<file path="config.mk">
export PLATFORM = sky130hd
export DESIGN_NAME = scs_supervisor
export DESIGN_NICKNAME = d
export VERILOG_FILES = /design/src/verilog/scs_pkg.sv /design/src/verilog/scs_filt_if.sv /design/src/verilog/scs_filter.sv /design/src/verilog/scs_supervisor.sv
export SDC_FILE = /design/constraint.sdc
export NUM_CORES = 1
export LEC_CHECK = 0
export ABC_AREA = 1
export BUFFER_PORTS_ARGS = -buffer_cell sky130_fd_sc_hd__buf_2
export CAP_MARGIN = 20
export CORE_UTILIZATION = 30
export CTS_BUF_LIST = sky130_fd_sc_hd__clkbuf_4 sky130_fd_sc_hd__clkbuf_8
export DETAILED_ROUTE_END_ITERATION = 16
export GPL_ROUTABILITY_DRIVEN = 1
export SETUP_SLACK_MARGIN = 0.15
export SLEW_MARGIN = 5
export SYNTH_ARGS = -nofsm -noshare
export SYNTH_HDL_FRONTEND = slang
export SYNTH_SLANG_ARGS = --single-unit
</file>
<file path="constraint.sdc">
create_clock -name ref_clk -period 2.8 [get_ports ref_clk]
set_input_delay 0.14 -clock ref_clk [delete_from_list [all_inputs] [get_ports ref_clk]]
set_output_delay 0.14 -clock ref_clk [all_outputs]
set_load 0.1 [all_outputs]
</file>
<file path="src/verilog/scs_pkg.sv">
package scs_pkg;
    // Register bus geometry
    localparam int ADDR_W = 8;
    localparam int DATA_W = 16;

    // Register offsets (one aligned word each)
    localparam logic [7:0] OFS_RESET_FLAGS = 8'h00;
    localparam logic [7:0] OFS_CONTROL = 8'h04;
    localparam logic [7:0] OFS_FAULTS = 8'h08;
    localparam logic [7:0] OFS_CLEAR = 8'h0c;
    localparam logic [7:0] OFS_CLK_COUNT = 8'h10;
    localparam logic [7:0] OFS_GATE_LOW = 8'h18;
    localparam logic [7:0] OFS_GATE_HIGH = 8'h1c;

    // Reset flag bits, cleared when read
    localparam int RF_CLOCK = 0;
    localparam int RF_INT_UV = 1;
    localparam int RF_MAIN_UV = 2;
    localparam int RF_EXT = 3;
    localparam int RF_W = 4;

    // Control bits
    localparam int CT_SPREAD_EN = 0;
    localparam int CT_SPREAD_DEPTH = 1;
    localparam int CT_MON_STOP = 2;
    localparam int CT_W = 3;
    localparam logic [CT_W-1:0] CONTROL_RESET = 3'h0;

    // Fault bits; the low FC_W of them are sticky and have a clear bit each
    localparam int FL_PWR_UV = 0;
    localparam int FL_GND_LOSS = 1;
    localparam int FL_PWR_OV = 2;
    localparam int FL_TEMP = 3;
    localparam int FC_W = 3;

    // Supervision filter indices
    localparam int F_MAIN_UV = 0;
    localparam int F_INT_UV = 1;
    localparam int F_EXT = 2;
    localparam int F_PWR_OV = 3;
    localparam int F_PWR_UV = 4;
    localparam int F_GND = 5;
    localparam int F_TEMP = 6;
    localparam int NF = 7;

    // Timing figures as printed and their cycle counts; INT_UV_CYC comes to 40000, 1000 times the count for its 1 us figure
    localparam int CLK_PERIOD_NS = 25;
    localparam int SHORT_BASE_NS = 18200;
    localparam int LONG_BASE_NS = 293000;
    localparam int EXT_FILTER_NS = 2000;
    localparam int INT_UV_FILTER_US = 1;
    localparam int RECOVERY_MS = 45;
    localparam int SHORT_CYC = (SHORT_BASE_NS + CLK_PERIOD_NS - 1) / CLK_PERIOD_NS;
    localparam int LONG_CYC = (LONG_BASE_NS + CLK_PERIOD_NS - 1) / CLK_PERIOD_NS;
    localparam int EXT_CYC = (EXT_FILTER_NS + CLK_PERIOD_NS - 1) / CLK_PERIOD_NS;
    localparam int INT_UV_CYC = INT_UV_FILTER_US * 1000 * 1000 / CLK_PERIOD_NS;
    localparam int RECOVERY_CYC = RECOVERY_MS * 1000 * 1000 / CLK_PERIOD_NS;
    // Time-base filters need two ticks so that at least one full interval elapses
    localparam int BASE_TICKS = 2;

    // Oscillator cross-check: auxiliary nominal 14 MHz, tolerance 25 percent
    localparam int AUX_FREQ_KHZ = 14000;
    localparam int AUX_TOL_PCT = 25;
    localparam int AUX_EXPECT = LONG_BASE_NS / 1000 * AUX_FREQ_KHZ / 1000;

    // Spread deviation bands and rate in kHz
    localparam int SPREAD_NARROW_KHZ = 350;
    localparam int SPREAD_WIDE_KHZ = 700;
    localparam int SPREAD_RATE_KHZ = 110;

    typedef enum logic [1:0] {SEQ_RUN, SEQ_HOLD, SEQ_RECOVER} scs_seq_t;
endpackage

</file>
<file path="src/verilog/scs_filt_if.sv">
`timescale 1ns/1ps
interface scs_filt_if;
    logic raw;
    logic tick;
    logic held;
    modport user (output raw, output tick, input held);
    modport filt (input raw, input tick, output held);
endinterface

</file>
<file path="src/verilog/scs_filter.sv">
`timescale 1ns/1ps
module scs_filter #(
    parameter int unsigned LIMIT = 2,
    parameter bit BOTH_WAYS = 1'b0
) (
    // Clock and reset
    input wire logic ref_clk,
    input wire logic reset,
    // Detector side
    scs_filt_if.filt f
);
    localparam int CW = $clog2(LIMIT + 1);
    localparam logic [CW-1:0] LAST = CW'(LIMIT - 1);

    logic [CW-1:0] count;

    if (LIMIT < 1) begin : g_check
        $error("scs_filter: LIMIT must be at least one");
    end

    // A rise must persist for LIMIT ticks, a fall too with BOTH_WAYS (else it acts at once); any bounce restarts the count
    always_ff @(posedge ref_clk) begin
        if (reset) begin
            f.held <= 1'b0;
            count <= '0;
        end else if (f.raw == f.held) begin
            count <= '0;
        end else if (!BOTH_WAYS && !f.raw) begin
            f.held <= 1'b0;
            count <= '0;
        end else if (f.tick) begin
            if (count == LAST) begin
                f.held <= f.raw;
                count <= '0;
            end else begin
                count <= count + 1'b1;
            end
        end
    end
endmodule

</file>
<file path="src/verilog/scs_supervisor.sv">
`timescale 1ns/1ps
// Notes on behaviour
// - Ground loss flag sets after condition persists one long time base.
// - Degraded ground keeps the register port alive and reports ground loss as 1.
// - After an open ground reconnects, ground loss flag still reads 1.
// - Low reset line counts as external reset only after the filter time.
// - Main supply undervoltage resets only after one short time base.
// - Internal supply undervoltage resets only after its own filter interval.
// - Power overvoltage filtered one long time base, both set and release.
// - Power undervoltage recognised after persisting one long time base.
// - Oscillators compared only with internal supplies good; mismatch beyond tolerance flagged.
// - Mismatch measured over long time base windows, at most one fault each.
// - Oscillator stopped longer than short time base gives reset and clock flag.
// - Mismatch fault reported between one short and two long time bases.
// - Spread depth select picks narrow or wide deviation, same modulation rate.
// - Temperature warning reported after persisting one long time base.
// - Writing 1 to a clear bit clears its flag for one clock.
// - Clear bit returns to 0 by itself one clock after the clear.
// - Both gate regulator readings are readable over the register port.
// - Each reset flag clears when a read returns it.
// - Clock monitoring restarts only after the clock flag has been read.
module scs_supervisor
    import scs_pkg::*;
#(
    parameter int LONG_CYCLES = scs_pkg::LONG_CYC,
    parameter int INT_UV_CYCLES = scs_pkg::INT_UV_CYC,
    parameter int RECOVERY_CYCLES = scs_pkg::RECOVERY_CYC,
    parameter int AUX_EXPECTED = scs_pkg::AUX_EXPECT
) (
    // Clock (main oscillator) and reset
    input wire logic ref_clk,
    input wire logic reset,
    // Register port
    input wire logic [scs_pkg::ADDR_W-1:0] regAddr,
    input wire logic [scs_pkg::DATA_W-1:0] regWdata,
    input wire logic regWrite,
    input wire logic regRead,
    output logic [scs_pkg::DATA_W-1:0] regRdata,
    // Analog comparator outputs, high while the condition holds
    input wire logic mainSupplyUv,
    input wire logic internalSupplyUv,
    input wire logic powerOv,
    input wire logic powerUv,
    input wire logic groundLossRaw,
    input wire logic dieTempHigh,
    // Auxiliary oscillator, sampled
    input wire logic auxClk,
    // Digitised gate regulator voltages
    input wire logic [9:0] gateRegulatorLow,
    input wire logic [9:0] gateRegulatorHigh,
    // Reset line toward the host, open drain
    input wire logic resetLineIn,
    output logic resetLineOut,
    output logic resetLineOe,
    // Oscillator spread control and flag outputs
    output logic spreadEnable,
    output logic spreadDepthSelect,
    output logic groundLossFlag,
    output logic clockFaultResetFlag
);
    localparam int RCW = $clog2(RECOVERY_CYCLES + 1);
    localparam int LCW = $clog2(LONG_CYCLES + 1);
    localparam int SCW = $clog2(SHORT_CYC + 1);
    localparam logic [LCW-1:0] LONG_LAST = LCW'(LONG_CYCLES - 1);
    localparam logic [SCW-1:0] SHORT_LAST = SCW'(SHORT_CYC - 1);
    localparam logic [RCW-1:0] REC_LAST = RCW'(RECOVERY_CYCLES - 1);
    localparam logic [15:0] AUX_MIN = 16'(AUX_EXPECTED * (100 - AUX_TOL_PCT) / 100);
    localparam logic [15:0] AUX_MAX = 16'(AUX_EXPECTED * (100 + AUX_TOL_PCT) / 100);
    localparam int unsigned LIM [NF] = '{BASE_TICKS, INT_UV_CYCLES, EXT_CYC, BASE_TICKS,
                                         BASE_TICKS, BASE_TICKS, BASE_TICKS};
    localparam bit BOTH [NF] = '{1'b0, 1'b0, 1'b0, 1'b1, 1'b0, 1'b0, 1'b1};

    if (LONG_CYCLES < 2 * SHORT_CYC || RECOVERY_CYCLES < 1 || INT_UV_CYCLES < 1
            || AUX_EXPECTED * (100 + AUX_TOL_PCT) / 100 > 65535) begin : g_check
        $error("scs_supervisor: timing parameters out of range");
    end

    // Time bases
    logic [SCW-1:0] shortCount;
    logic [LCW-1:0] longCount;
    logic shortTick;
    logic longTick;
    // Filters
    logic [NF-1:0] filtRaw;
    logic [NF-1:0] filtTick;
    logic [NF-1:0] filtHeld;
    // Oscillator check
    logic auxPrev;
    logic [15:0] auxCount;
    logic [15:0] auxLast;
    logic [SCW-1:0] auxIdle;
    logic clockFaultEvent;
    // Sequencer
    scs_seq_t seqState;
    scs_seq_t next_seqState;
    logic [RCW-1:0] recCount;
    // Registers
    logic [RF_W-1:0] resetFlags;
    logic [CT_W-1:0] control;
    logic [FC_W-1:0] stickyFaults;
    logic [FC_W-1:0] clearBits;
    logic clearStage;

    // Time base counters on main oscillator cycles
    assign shortTick = (shortCount == SHORT_LAST);
    assign longTick = (longCount == LONG_LAST);

    always_ff @(posedge ref_clk) begin
        if (reset) begin
            shortCount <= '0;
            longCount <= '0;
        end else begin
            shortCount <= shortTick ? '0 : shortCount + 1'b1;
            longCount <= longTick ? '0 : longCount + 1'b1;
        end
    end

    // Filter inputs and their tick sources
    wire lineExtLow = !resetLineIn && !resetLineOe;
    assign filtRaw = {dieTempHigh, groundLossRaw, powerUv, powerOv, lineExtLow,
                      internalSupplyUv, mainSupplyUv};
    assign filtTick = {longTick, longTick, longTick, longTick, 1'b1, 1'b1, shortTick};

    genvar gi;
    for (gi = 0; gi < NF; gi++) begin : g_filt
        scs_filt_if fIf ();
        assign fIf.raw = filtRaw[gi];
        assign fIf.tick = filtTick[gi];
        assign filtHeld[gi] = fIf.held;
        // Index 0 short base, 1 and 2 plain cycles, the rest long base
        scs_filter #(
            .LIMIT(LIM[gi]),
            .BOTH_WAYS(BOTH[gi])
        ) u_filt (
            .ref_clk(ref_clk),
            .reset(reset),
            .f(fIf.filt)
        );
    end

    wire mainUvHeld = filtHeld[F_MAIN_UV];
    wire intUvHeld = filtHeld[F_INT_UV];
    wire extHeld = filtHeld[F_EXT];

    // Oscillator cross-check
    wire auxRise = auxClk && !auxPrev;
    // Monitoring waits for good internal supply, a released line and a read clock flag
    wire monitorOn = !control[CT_MON_STOP] && !intUvHeld && seqState == SEQ_RUN
                     && !resetFlags[RF_CLOCK];
    wire auxStopped = (auxIdle == SHORT_LAST);
    wire auxMismatch = (auxCount < AUX_MIN) || (auxCount > AUX_MAX);
    // One verdict per window, so a mismatch fault follows its window end
    assign clockFaultEvent = monitorOn && (auxStopped
                             || (longTick && auxMismatch));

    always_ff @(posedge ref_clk) begin
        if (reset) begin
            auxPrev <= 1'b0;
            auxCount <= '0;
            auxLast <= '0;
            auxIdle <= '0;
        end else begin
            auxPrev <= auxClk;
            if (longTick) begin
                auxLast <= auxCount;
                auxCount <= {15'h0000, auxRise};
            end else if (auxRise && auxCount != 16'hffff) begin
                auxCount <= auxCount + 16'h0001;
            end
            if (auxRise || !monitorOn) begin
                auxIdle <= '0;
            end else if (!auxStopped) begin
                auxIdle <= auxIdle + 1'b1;
            end
        end
    end

    // Reset sequencer
    wire resetCause = mainUvHeld || intUvHeld || clockFaultEvent;
    wire recDone = (recCount == REC_LAST);

    always_comb begin
        next_seqState = seqState;
        unique case (seqState)
            SEQ_RUN: begin
                if (resetCause) begin
                    next_seqState = SEQ_HOLD;
                end
            end
            SEQ_HOLD: begin
                if (!resetCause) begin
                    next_seqState = SEQ_RECOVER;
                end
            end
            SEQ_RECOVER: begin
                if (resetCause) begin
                    next_seqState = SEQ_HOLD;
                end else if (recDone) begin
                    next_seqState = SEQ_RUN;
                end
            end
        endcase
    end

    always_ff @(posedge ref_clk) begin
        if (reset) begin
            seqState <= SEQ_HOLD;
            recCount <= '0;
            resetLineOut <= 1'b0;
            resetLineOe <= 1'b1;
        end else begin
            seqState <= next_seqState;
            recCount <= (next_seqState == SEQ_RECOVER && seqState == SEQ_RECOVER)
                        ? recCount + 1'b1 : '0;
            resetLineOut <= 1'b0;
            resetLineOe <= (next_seqState != SEQ_RUN);
        end
    end

    // Register decode
    wire inReset = (seqState != SEQ_RUN) || extHeld;
    wire selResetFlags = (regAddr == OFS_RESET_FLAGS);
    wire selControl = (regAddr == OFS_CONTROL);
    wire selClear = (regAddr == OFS_CLEAR);
    wire readFlags = regRead && selResetFlags;
    wire writeControl = regWrite && selControl;
    wire writeClear = regWrite && selClear;
    wire [FC_W-1:0] clearNow = clearStage ? clearBits : '0;
    wire [RF_W-1:0] flagSet;
    wire [FC_W-1:0] faultSet;
    assign flagSet[RF_CLOCK] = clockFaultEvent;
    assign flagSet[RF_INT_UV] = intUvHeld;
    assign flagSet[RF_MAIN_UV] = mainUvHeld;
    assign flagSet[RF_EXT] = extHeld;
    assign faultSet[FL_PWR_UV] = filtHeld[F_PWR_UV];
    assign faultSet[FL_GND_LOSS] = filtHeld[F_GND];
    assign faultSet[FL_PWR_OV] = filtHeld[F_PWR_OV];

    logic [DATA_W-1:0] readMux;
    always_comb begin
        readMux = '0;
        unique case (regAddr)
            OFS_RESET_FLAGS: readMux[RF_W-1:0] = resetFlags;
            OFS_CONTROL: readMux[CT_W-1:0] = control;
            OFS_FAULTS: readMux[FL_TEMP:0] = {filtHeld[F_TEMP], stickyFaults};
            OFS_CLEAR: readMux[FC_W-1:0] = clearBits;
            OFS_CLK_COUNT: readMux = auxLast;
            OFS_GATE_LOW: readMux[9:0] = gateRegulatorLow;
            OFS_GATE_HIGH: readMux[9:0] = gateRegulatorHigh;
            default: readMux = '0;
        endcase
    end

    // Reset flags survive internal resets; set wins over clear on read
    always_ff @(posedge ref_clk) begin
        if (reset) begin
            resetFlags <= '0;
        end else begin
            resetFlags <= (readFlags ? '0 : resetFlags) | flagSet;
        end
    end

    // Control and sticky faults return to defaults while the device is in reset
    always_ff @(posedge ref_clk) begin
        if (reset || inReset) begin
            control <= CONTROL_RESET;
            stickyFaults <= '0;
        end else begin
            if (writeControl) begin
                control <= regWdata[CT_W-1:0];
            end
            // Latched so that an open ground still reads 1 after the ground reconnects
            stickyFaults <= (stickyFaults & ~clearNow) | faultSet;
        end
    end

    // Clear bits: clear acts in the cycle after the write, bits drop one cycle later
    always_ff @(posedge ref_clk) begin
        if (reset) begin
            clearBits <= '0;
            clearStage <= 1'b0;
        end else if (writeClear) begin
            clearBits <= regWdata[FC_W-1:0];
            clearStage <= 1'b1;
        end else begin
            clearBits <= clearStage ? clearBits : '0;
            clearStage <= 1'b0;
        end
    end

    // Registered outputs
    always_ff @(posedge ref_clk) begin
        if (reset) begin
            regRdata <= '0;
            spreadEnable <= 1'b0;
            spreadDepthSelect <= 1'b0;
            groundLossFlag <= 1'b0;
            clockFaultResetFlag <= 1'b0;
        end else begin
            regRdata <= regRead ? readMux : '0;
            spreadEnable <= control[CT_SPREAD_EN];
            spreadDepthSelect <= control[CT_SPREAD_DEPTH];
            groundLossFlag <= stickyFaults[FL_GND_LOSS];
            clockFaultResetFlag <= resetFlags[RF_CLOCK];
        end
    end
endmodule

</file>
* Word-level counts from Yosys, hierarchy flattened
Index checks and enable logic that the tools add are counted.
** Storage, ports and cells
- Bits in registers :: 165
- Bits in latches :: 0
- Bits in writable memories :: 0
- Bits in read-only memories :: 0
- Output and inout port bits :: 22
- Word-level logic and storage cells :: 187
- Memories :: 0
** Cells by class
- $add $sub $neg :: 12
- Multiply operators :: 0
- Div/mod/pow operators :: 0
- Order comparisons :: 2
- Equality and inequality tests :: 36
- Shift-type cells :: 0
- Multiplexer cells :: 32
- Bitwise operators :: 19
- Reductions and logical operators :: 51
** Operators with widths (number)
- $add A16 B1 Y16 const B :: 2
- $eq A8 B5 Y1 const B :: 3
- $add A21 B1 Y21 const B :: 1
- $eq A21 B21 Y1 const B :: 1
- $pmux W3 S7 :: 1
- $add A10 B1 Y10 const B :: 2
- $eq A10 B10 Y1 const B :: 2
- $mux W2 :: 9
- $pmux W6 S3 :: 1
- $eq A16 B16 Y1 const B :: 1
- $eq A8 B4 Y1 const B :: 2
- $gt A16 B13 Y1 const B :: 1
- $lt A16 B12 Y1 const B :: 1
- $mux W1 :: 16
- $ne A16 B16 Y1 const B :: 1
- $not A1 Y1 :: 15
- $reduce_and A3 Y1 :: 5
- $add A14 B1 Y14 const B :: 1
- $eq A14 B14 Y1 const B :: 1
- $ne A2 B1 Y1 const B :: 7
- $reduce_or A2 Y1 :: 7
- $eq A2 B1 Y1 const B :: 6
- $logic_and A1 B1 Y1 :: 12
- $reduce_or A3 Y1 :: 4
- other kinds (22) :: 50

* Longest topological paths before layout
- Depth after elaboration :: 12
- Depth in mapped cells :: 18

* Hierarchy
A second synthesis with hierarchy kept.
** Unflattened totals
- Cell total of the unflattened synthesis :: 1049
- Area total of the unflattened synthesis :: 7704.9 sq um
** By module, submodules not included
- scs_supervisor :: times used 1, cells an instance 749, area an instance 5676.7 sq um
- scs_filter at g_filt[1].u_filt :: times used 1, cells an instance 135, area an instance 905.9 sq um
- scs_filter at g_filt[0].u_filt ... :: times used 3, cells an instance 24, area an instance 147.6 sq um
- scs_filter at g_filt[2].u_filt :: times used 1, cells an instance 57, area an instance 416.6 sq um
- scs_filter at g_filt[3].u_filt ... :: times used 2, cells an instance 18, area an instance 131.4 sq um

* Least setup slack after synthesis
Ideal clock, no wire load.
- Path type :: reg2reg
- From :: reg longCount[0]
- To :: reg recCount[10]
- Library setup time :: 0.120 ns
- Data arrival time :: 1.637 ns
- Slack :: 1.043 ns
- Stages on the path, launching flop included :: 16
- Clock period less this slack :: 1.757 ns
- Cells stage by stage :: dfxtp_1 ha_1 nand2_1 nor3_1 and2_1 buf_4 nand2_1 nand2_1 nand2_2 nand2_2 nand2_1 nand2_1 nand2_2 nand2_4 buf_12 nor3_2
** Between the ends
- Cells in the longest elaborated chain, start to end :: 11
- Elaborated cells on any way between the ends :: 13
** RTL lines
- from (decl) :: line scs_supervisor.sv:80 : logic [LCW-1:0] longCount;
- from (signal assigned) :: line scs_supervisor.sv:114 : longCount <= longTick ? '0 : longCount + 1'b1;
- $eq A14 B14 Y1 (*) :: line scs_supervisor.sv:106 : assign longTick = (longCount == LONG_LAST);
- $logic_and A1 B1 Y1 (*) :: line scs_supervisor.sv:154 : || (longTick && auxMismatch));
- $logic_or A1 B1 Y1 (*) :: line scs_supervisor.sv:154
- $logic_and A1 B1 Y1 (*) :: line scs_supervisor.sv:153 : assign clockFaultEvent = monitorOn && (auxStopped
- $logic_or A1 B1 Y1 (*) :: line scs_supervisor.sv:179 : wire resetCause = mainUvHeld || intUvHeld || clockFaultEvent;
- $mux W2, on equally long branches :: line scs_supervisor.sv:196, scs_supervisor.sv:186, scs_supervisor.sv:191
- $pmux W2 S3 (*) :: line scs_supervisor.sv:184 : unique case (seqState)
- $eq A2 B2 Y1 (*) :: line scs_supervisor.sv:213 : recCount <= (next_seqState == SEQ_RECOVER && seqState == SEQ_RECOVER)
- $logic_and A1 B1 Y1 (*) :: line scs_supervisor.sv:213
- $not A1 Y1 (no line) (*)
- $reduce_or A2 Y1 (no line) (*)
- to (signal assigned) :: line scs_supervisor.sv:213
- to (decl) :: line scs_supervisor.sv:96 : logic [RCW-1:0] recCount;
Mark *: on every way between the ends. The rest lies on a longest branch, timed or not.
A chain may end at the register's enable or synchronous reset.

* Worst setup path in the final report
- From :: reg recCount[0]
- To :: reg recCount[0]
** Between the ends
- Cells in the longest elaborated chain, start to end :: 8
- Elaborated cells on any way between the ends :: 9
** RTL lines
- $eq A21 B21 Y1 :: line scs_supervisor.sv:180 : wire recDone = (recCount == REC_LAST);
- $mux W2 :: line scs_supervisor.sv:198 : end else if (recDone) begin
- $mux W2 :: line scs_supervisor.sv:196 : if (resetCause) begin
- $pmux W2 S3 :: line scs_supervisor.sv:184
- $eq A2 B2 Y1 :: line scs_supervisor.sv:213
- $logic_and A1 B1 Y1 :: line scs_supervisor.sv:213
- $not A1 Y1 (no line)
- $reduce_or A2 Y1 (no line)
Several ways; a longest one is shown, not always the timed one.

==> summary.txt <==
Outcome
  – Status: finished, final reports clean

Detailed routing
  – Post-route DRC: 0
  – DR vias: between 6,000 and 7,000
  – Detailed-route wire length: roughly 15,000 um
  – DR iter-0 viols: approximately 250
  – Top Layer Used: met4
  – Wire length per cell: 10.8 um
  – Via/cell ratio: 4.42
  – ANT nets after route: 0
  – Post-Route M1 WL: 7310 um
  – Wire length on met3: slightly above 600 um
  – Routed met2 length: around 6600 um
  – First drt pass iteration count: 4

Job
  – Max-Cap Viols: 0

Placed design
  – PortBufs: 63
  – Post-Place Cells: between 1,000 and 1,500
  – Post-DP Area: a little under 8000 um2
  – Setup WS pre-CTS: about 0.58 ns
  – RD Place Congestion: 0.868
  – Hpwl dp: 10,600 um

Die
  – Die area: 24,900 um2
  – Io pins: 78
  – Core area: about 24,000 um2
  – Die width: about 160 um
  – Initial Util: a little under a third
  – # rows: between 50 and 60
  – Die Y: roughly 160 um

Worst hold path
  – Hold depth: 4
  – Hold path start: powerOv
  – Worst Hold Class: input pin to flop

Synthesis
  – Yosys top cell area share: a little under half
  – Syn Nets: ~1,000
  – Yosys Warn Count: 0
  – Syn avg cell area: slightly below 8 um2
  – Share of flip-flops with an asynchronous set or reset: 0%
  – Main synth FF type: dfxtp_1
  – Post-synthesis adder-cell area fraction: 1.72%
  – Post-synthesis mux area share: 0%
  – Post-synth EDFFs: 0
  – Sequential cell area fraction in the yosys report: ~45%
  – Main combinational cell family by area after synthesis: simple AND/OR/NAND/NOR gates
  – Syn Inst Count: 945
  – Post-synth design cell area: about 7300 um2
  – Netlist cell types: between 40 and 50
  – Synth Area in Simple Gates: roughly 28%
  – Compound-Gate Fraction of Synth Area: a little over a tenth
  – Top cells by area, synth: dfxtp_1 (45%), nand2_1 (8.5%), inv_1 (7.0%)
  – XOR/XNOR Fraction of Synth Area: under 10%
  – Post-synthesis sequential element count: between 150 and 200
  – Synth area leader: dfxtp_1

Timing
  – Final-report hold violation count: 0
  – RSZ-0062 raised after global routing: no
  – Minimum clock period: about 2.2 ns
  – Max Slew Vio Count: 0
  – Fin crit share: roughly four fifths
  – WHS: approximately 0.057 ns
  – Clock skew: roughly 0.012 ns
  – Worst Tran Pin Value: 0.822 ns
  – Setup TNS Final: 0 ns
  – FMAX: about 450 MHz
  – Max_slew headroom: between 40% and 50%
  – Worst setup margin: 0.596 ns
  – # setup viols final: 0

Finish
  – Area growth, synth to finish: 17.8%
  – Final core utilization: a little over a third
  – Finished Cell Area: between 8000 and 9000 um2
  – Ratio of cells with drive above 1 in the final layout: around 15%
  – NumNets Final: roughly 1,100
  – Non-Filler Instances: between 1,000 and 1,500
  – Ant. Diodes: 0

Worst setup path
  – Worst r2r src: recCount[0]
  – Startpoint types: flop
  – Reg2Reg Depth: 12
  – Crit-path leading delay family: simple AND/OR/NAND/NOR gates
  – CP Cell Sequence: ha_1 -> nand2_1 -> nor2_2 -> nand3_1 -> nor2_1 -> nand4_1 -> nand2_1 -> nor2_1 -> nand3_1 -> nand2_2 -> nand2_2 -> nor3_1
  – Worst path bufs/invs: 0
  – Crit path kind: flop to flop
  – Worst EP arrival: roughly 2.5 ns
  – CP Capture Type: flop
  – Worst path slowest cell: nand2_2
  – Largest fanout on the critical path: 21
  – Worst setup startpoint: recCount[0]
  – Instance count on the critical path: 12
  – Worst endpoint required time: about 3.1 ns
  – Crit-path max cell delay: between 0.4 and 0.5 ns

Clock tree
  – Reg clk slew, reported paths: around 0.080 ns
  – H-tree depth: 4
  – CTS resizes: 0
  – TritonCTS clock tree: yes
  – CTS Hold Buffers Added: 27
  – Root Buffer: clkbuf_8
  – Clock Sinks: between 150 and 200
  – Num CTS Buffers: 17
  – Max Buffers Root-to-Sink: 2
  – Later-pin clock latency in the skew report: about 0.45 ns
  – Post-CTS setup buffers: 0

Global routing
  – Grt total ovfl: 0
  – First-pass GRT wire length: 24,700 um
  – Largest net degree at the start of global routing: 29
  – Initial antenna violation count: 0
  – GRT Util Overall: about 12%
  – Vias in the first global route: 5,653

Power
  – Worst VDD drop: between 0.0002 and 0.0003 V
  – P per Cell Area: about 540 nW/um2
  – LEAKAGE: ~3.3 nW
  – Power, Total: 4.64 mW
[tightest hold or removal path: cells and delay by family]
kind	cells	cell delay [ns]
buffers and inverters	2	0.16
AO/OA/AOI/OAI	1	0.12
AND/OR/NAND/NOR	1	0.06
[cells by family after synthesis]
group,after synthesis
other cells,1
compound gates,139
fa+ha+maj,10
flops,165
buf+inv,166
simple gates,428
xor+xnor,36
[cell usage in the layout (no fill, tap or decap), types with 8 or more instances in the layout]
cell | netlist | layout
dfxtp_1 | 165 | 165
nand2_1 | 164 | 164
inv_1 | 136 | 136
nor2_1 | 100 | 100
a21oi_1 | 72 | 72
buf_2 | 0 | 63
nand3_1 | 46 | 46
o21ai_0 | 41 | 41
nor3_1 | 33 | 33
xor2_1 | 28 | 28
dlygate4sd3_1 | 0 | 27
nor3_2 | 23 | 23
clkbuf_8 | 0 | 20
nand4_1 | 11 | 11
nor3b_1 | 10 | 10
ha_1 | 10 | 10
nand2_2 | 9 | 9
nor2_2 | 8 | 8
xnor2_1 | 8 | 8
nor4_1 | 8 | 8
[cell usage after synthesis (3+ instances only)]
cell	instances
ha_1	10
o21ai_0	41
a41oi_1	3
buf_6	3
xor2_1	28
a31oi_1	3
or2_2	4
clkinv_1	3
a211oi_1	5
nand2_1	164
nor4_1	8
nor3_1	33
nor3b_1	10
nand4_1	11
xnor2_1	8
dfxtp_1	165
a21oi_1	72
nor2_2	8
a221oi_1	5
nor3_2	23
clkbuf_1	12
nand3_1	46
nor2_1	100
inv_1	136
nand2_2	9
inv_2	7
[layer usage]
metal / track usage (%) / up-vias
met1: 15.1 / 2702
li1: - / 3237
met5: 0 / -
met2: 20.7 / 105
met3: 2.74 / 19
met4: 5.09 / 0
[sequential cells by signal, indices dropped and copies added (netlist names), 2 cells and up]
register              cells
g_filt.u_filt.f.held      7
auxIdle                  10
longCount                14
resetFlags                4
auxLast                  16
seqState                  2
control                   3
shortCount               10
regRdata                 16
stickyFaults              3
clearBits                 3
recCount                 21
g_filt.u_filt.count      33
auxCount                 16
[cell type report]
class | count | area, um2
Sequential cell | 165 | 3300
Clock inverter | 9 | 101
Clock buffer | 23 | 298
Multi-Input combinational cell | 614 | 3280
Inverter | 147 | 553
Timing Repair Buffer | 96 | 631
Tap cell | 319 | 399
Fill cell | 2478 | 15000
[path summary, 6_finish.rpt]
| kind | slack (ns) | endpoint |
|---|---|---|
| worst min-delay path | 0.06 | g_filt[3].u_filt.f.held |
| worst max-delay path | 0.60 | recCount[0] |
| worst min register to register | 0.43 | g_filt[6].u_filt.count[1] |
| worst max register to register | 0.60 | recCount[0] |
[where the power goes]
group | internal (mW) | switching [mW] | leakage, nW
clock network | 0.887 | 0.822 | 0.210
registers | 2.38 | 0.0279 | 1.33
logic | 0.152 | 0.367 | 1.73
(Power assumes the default switching activity.)
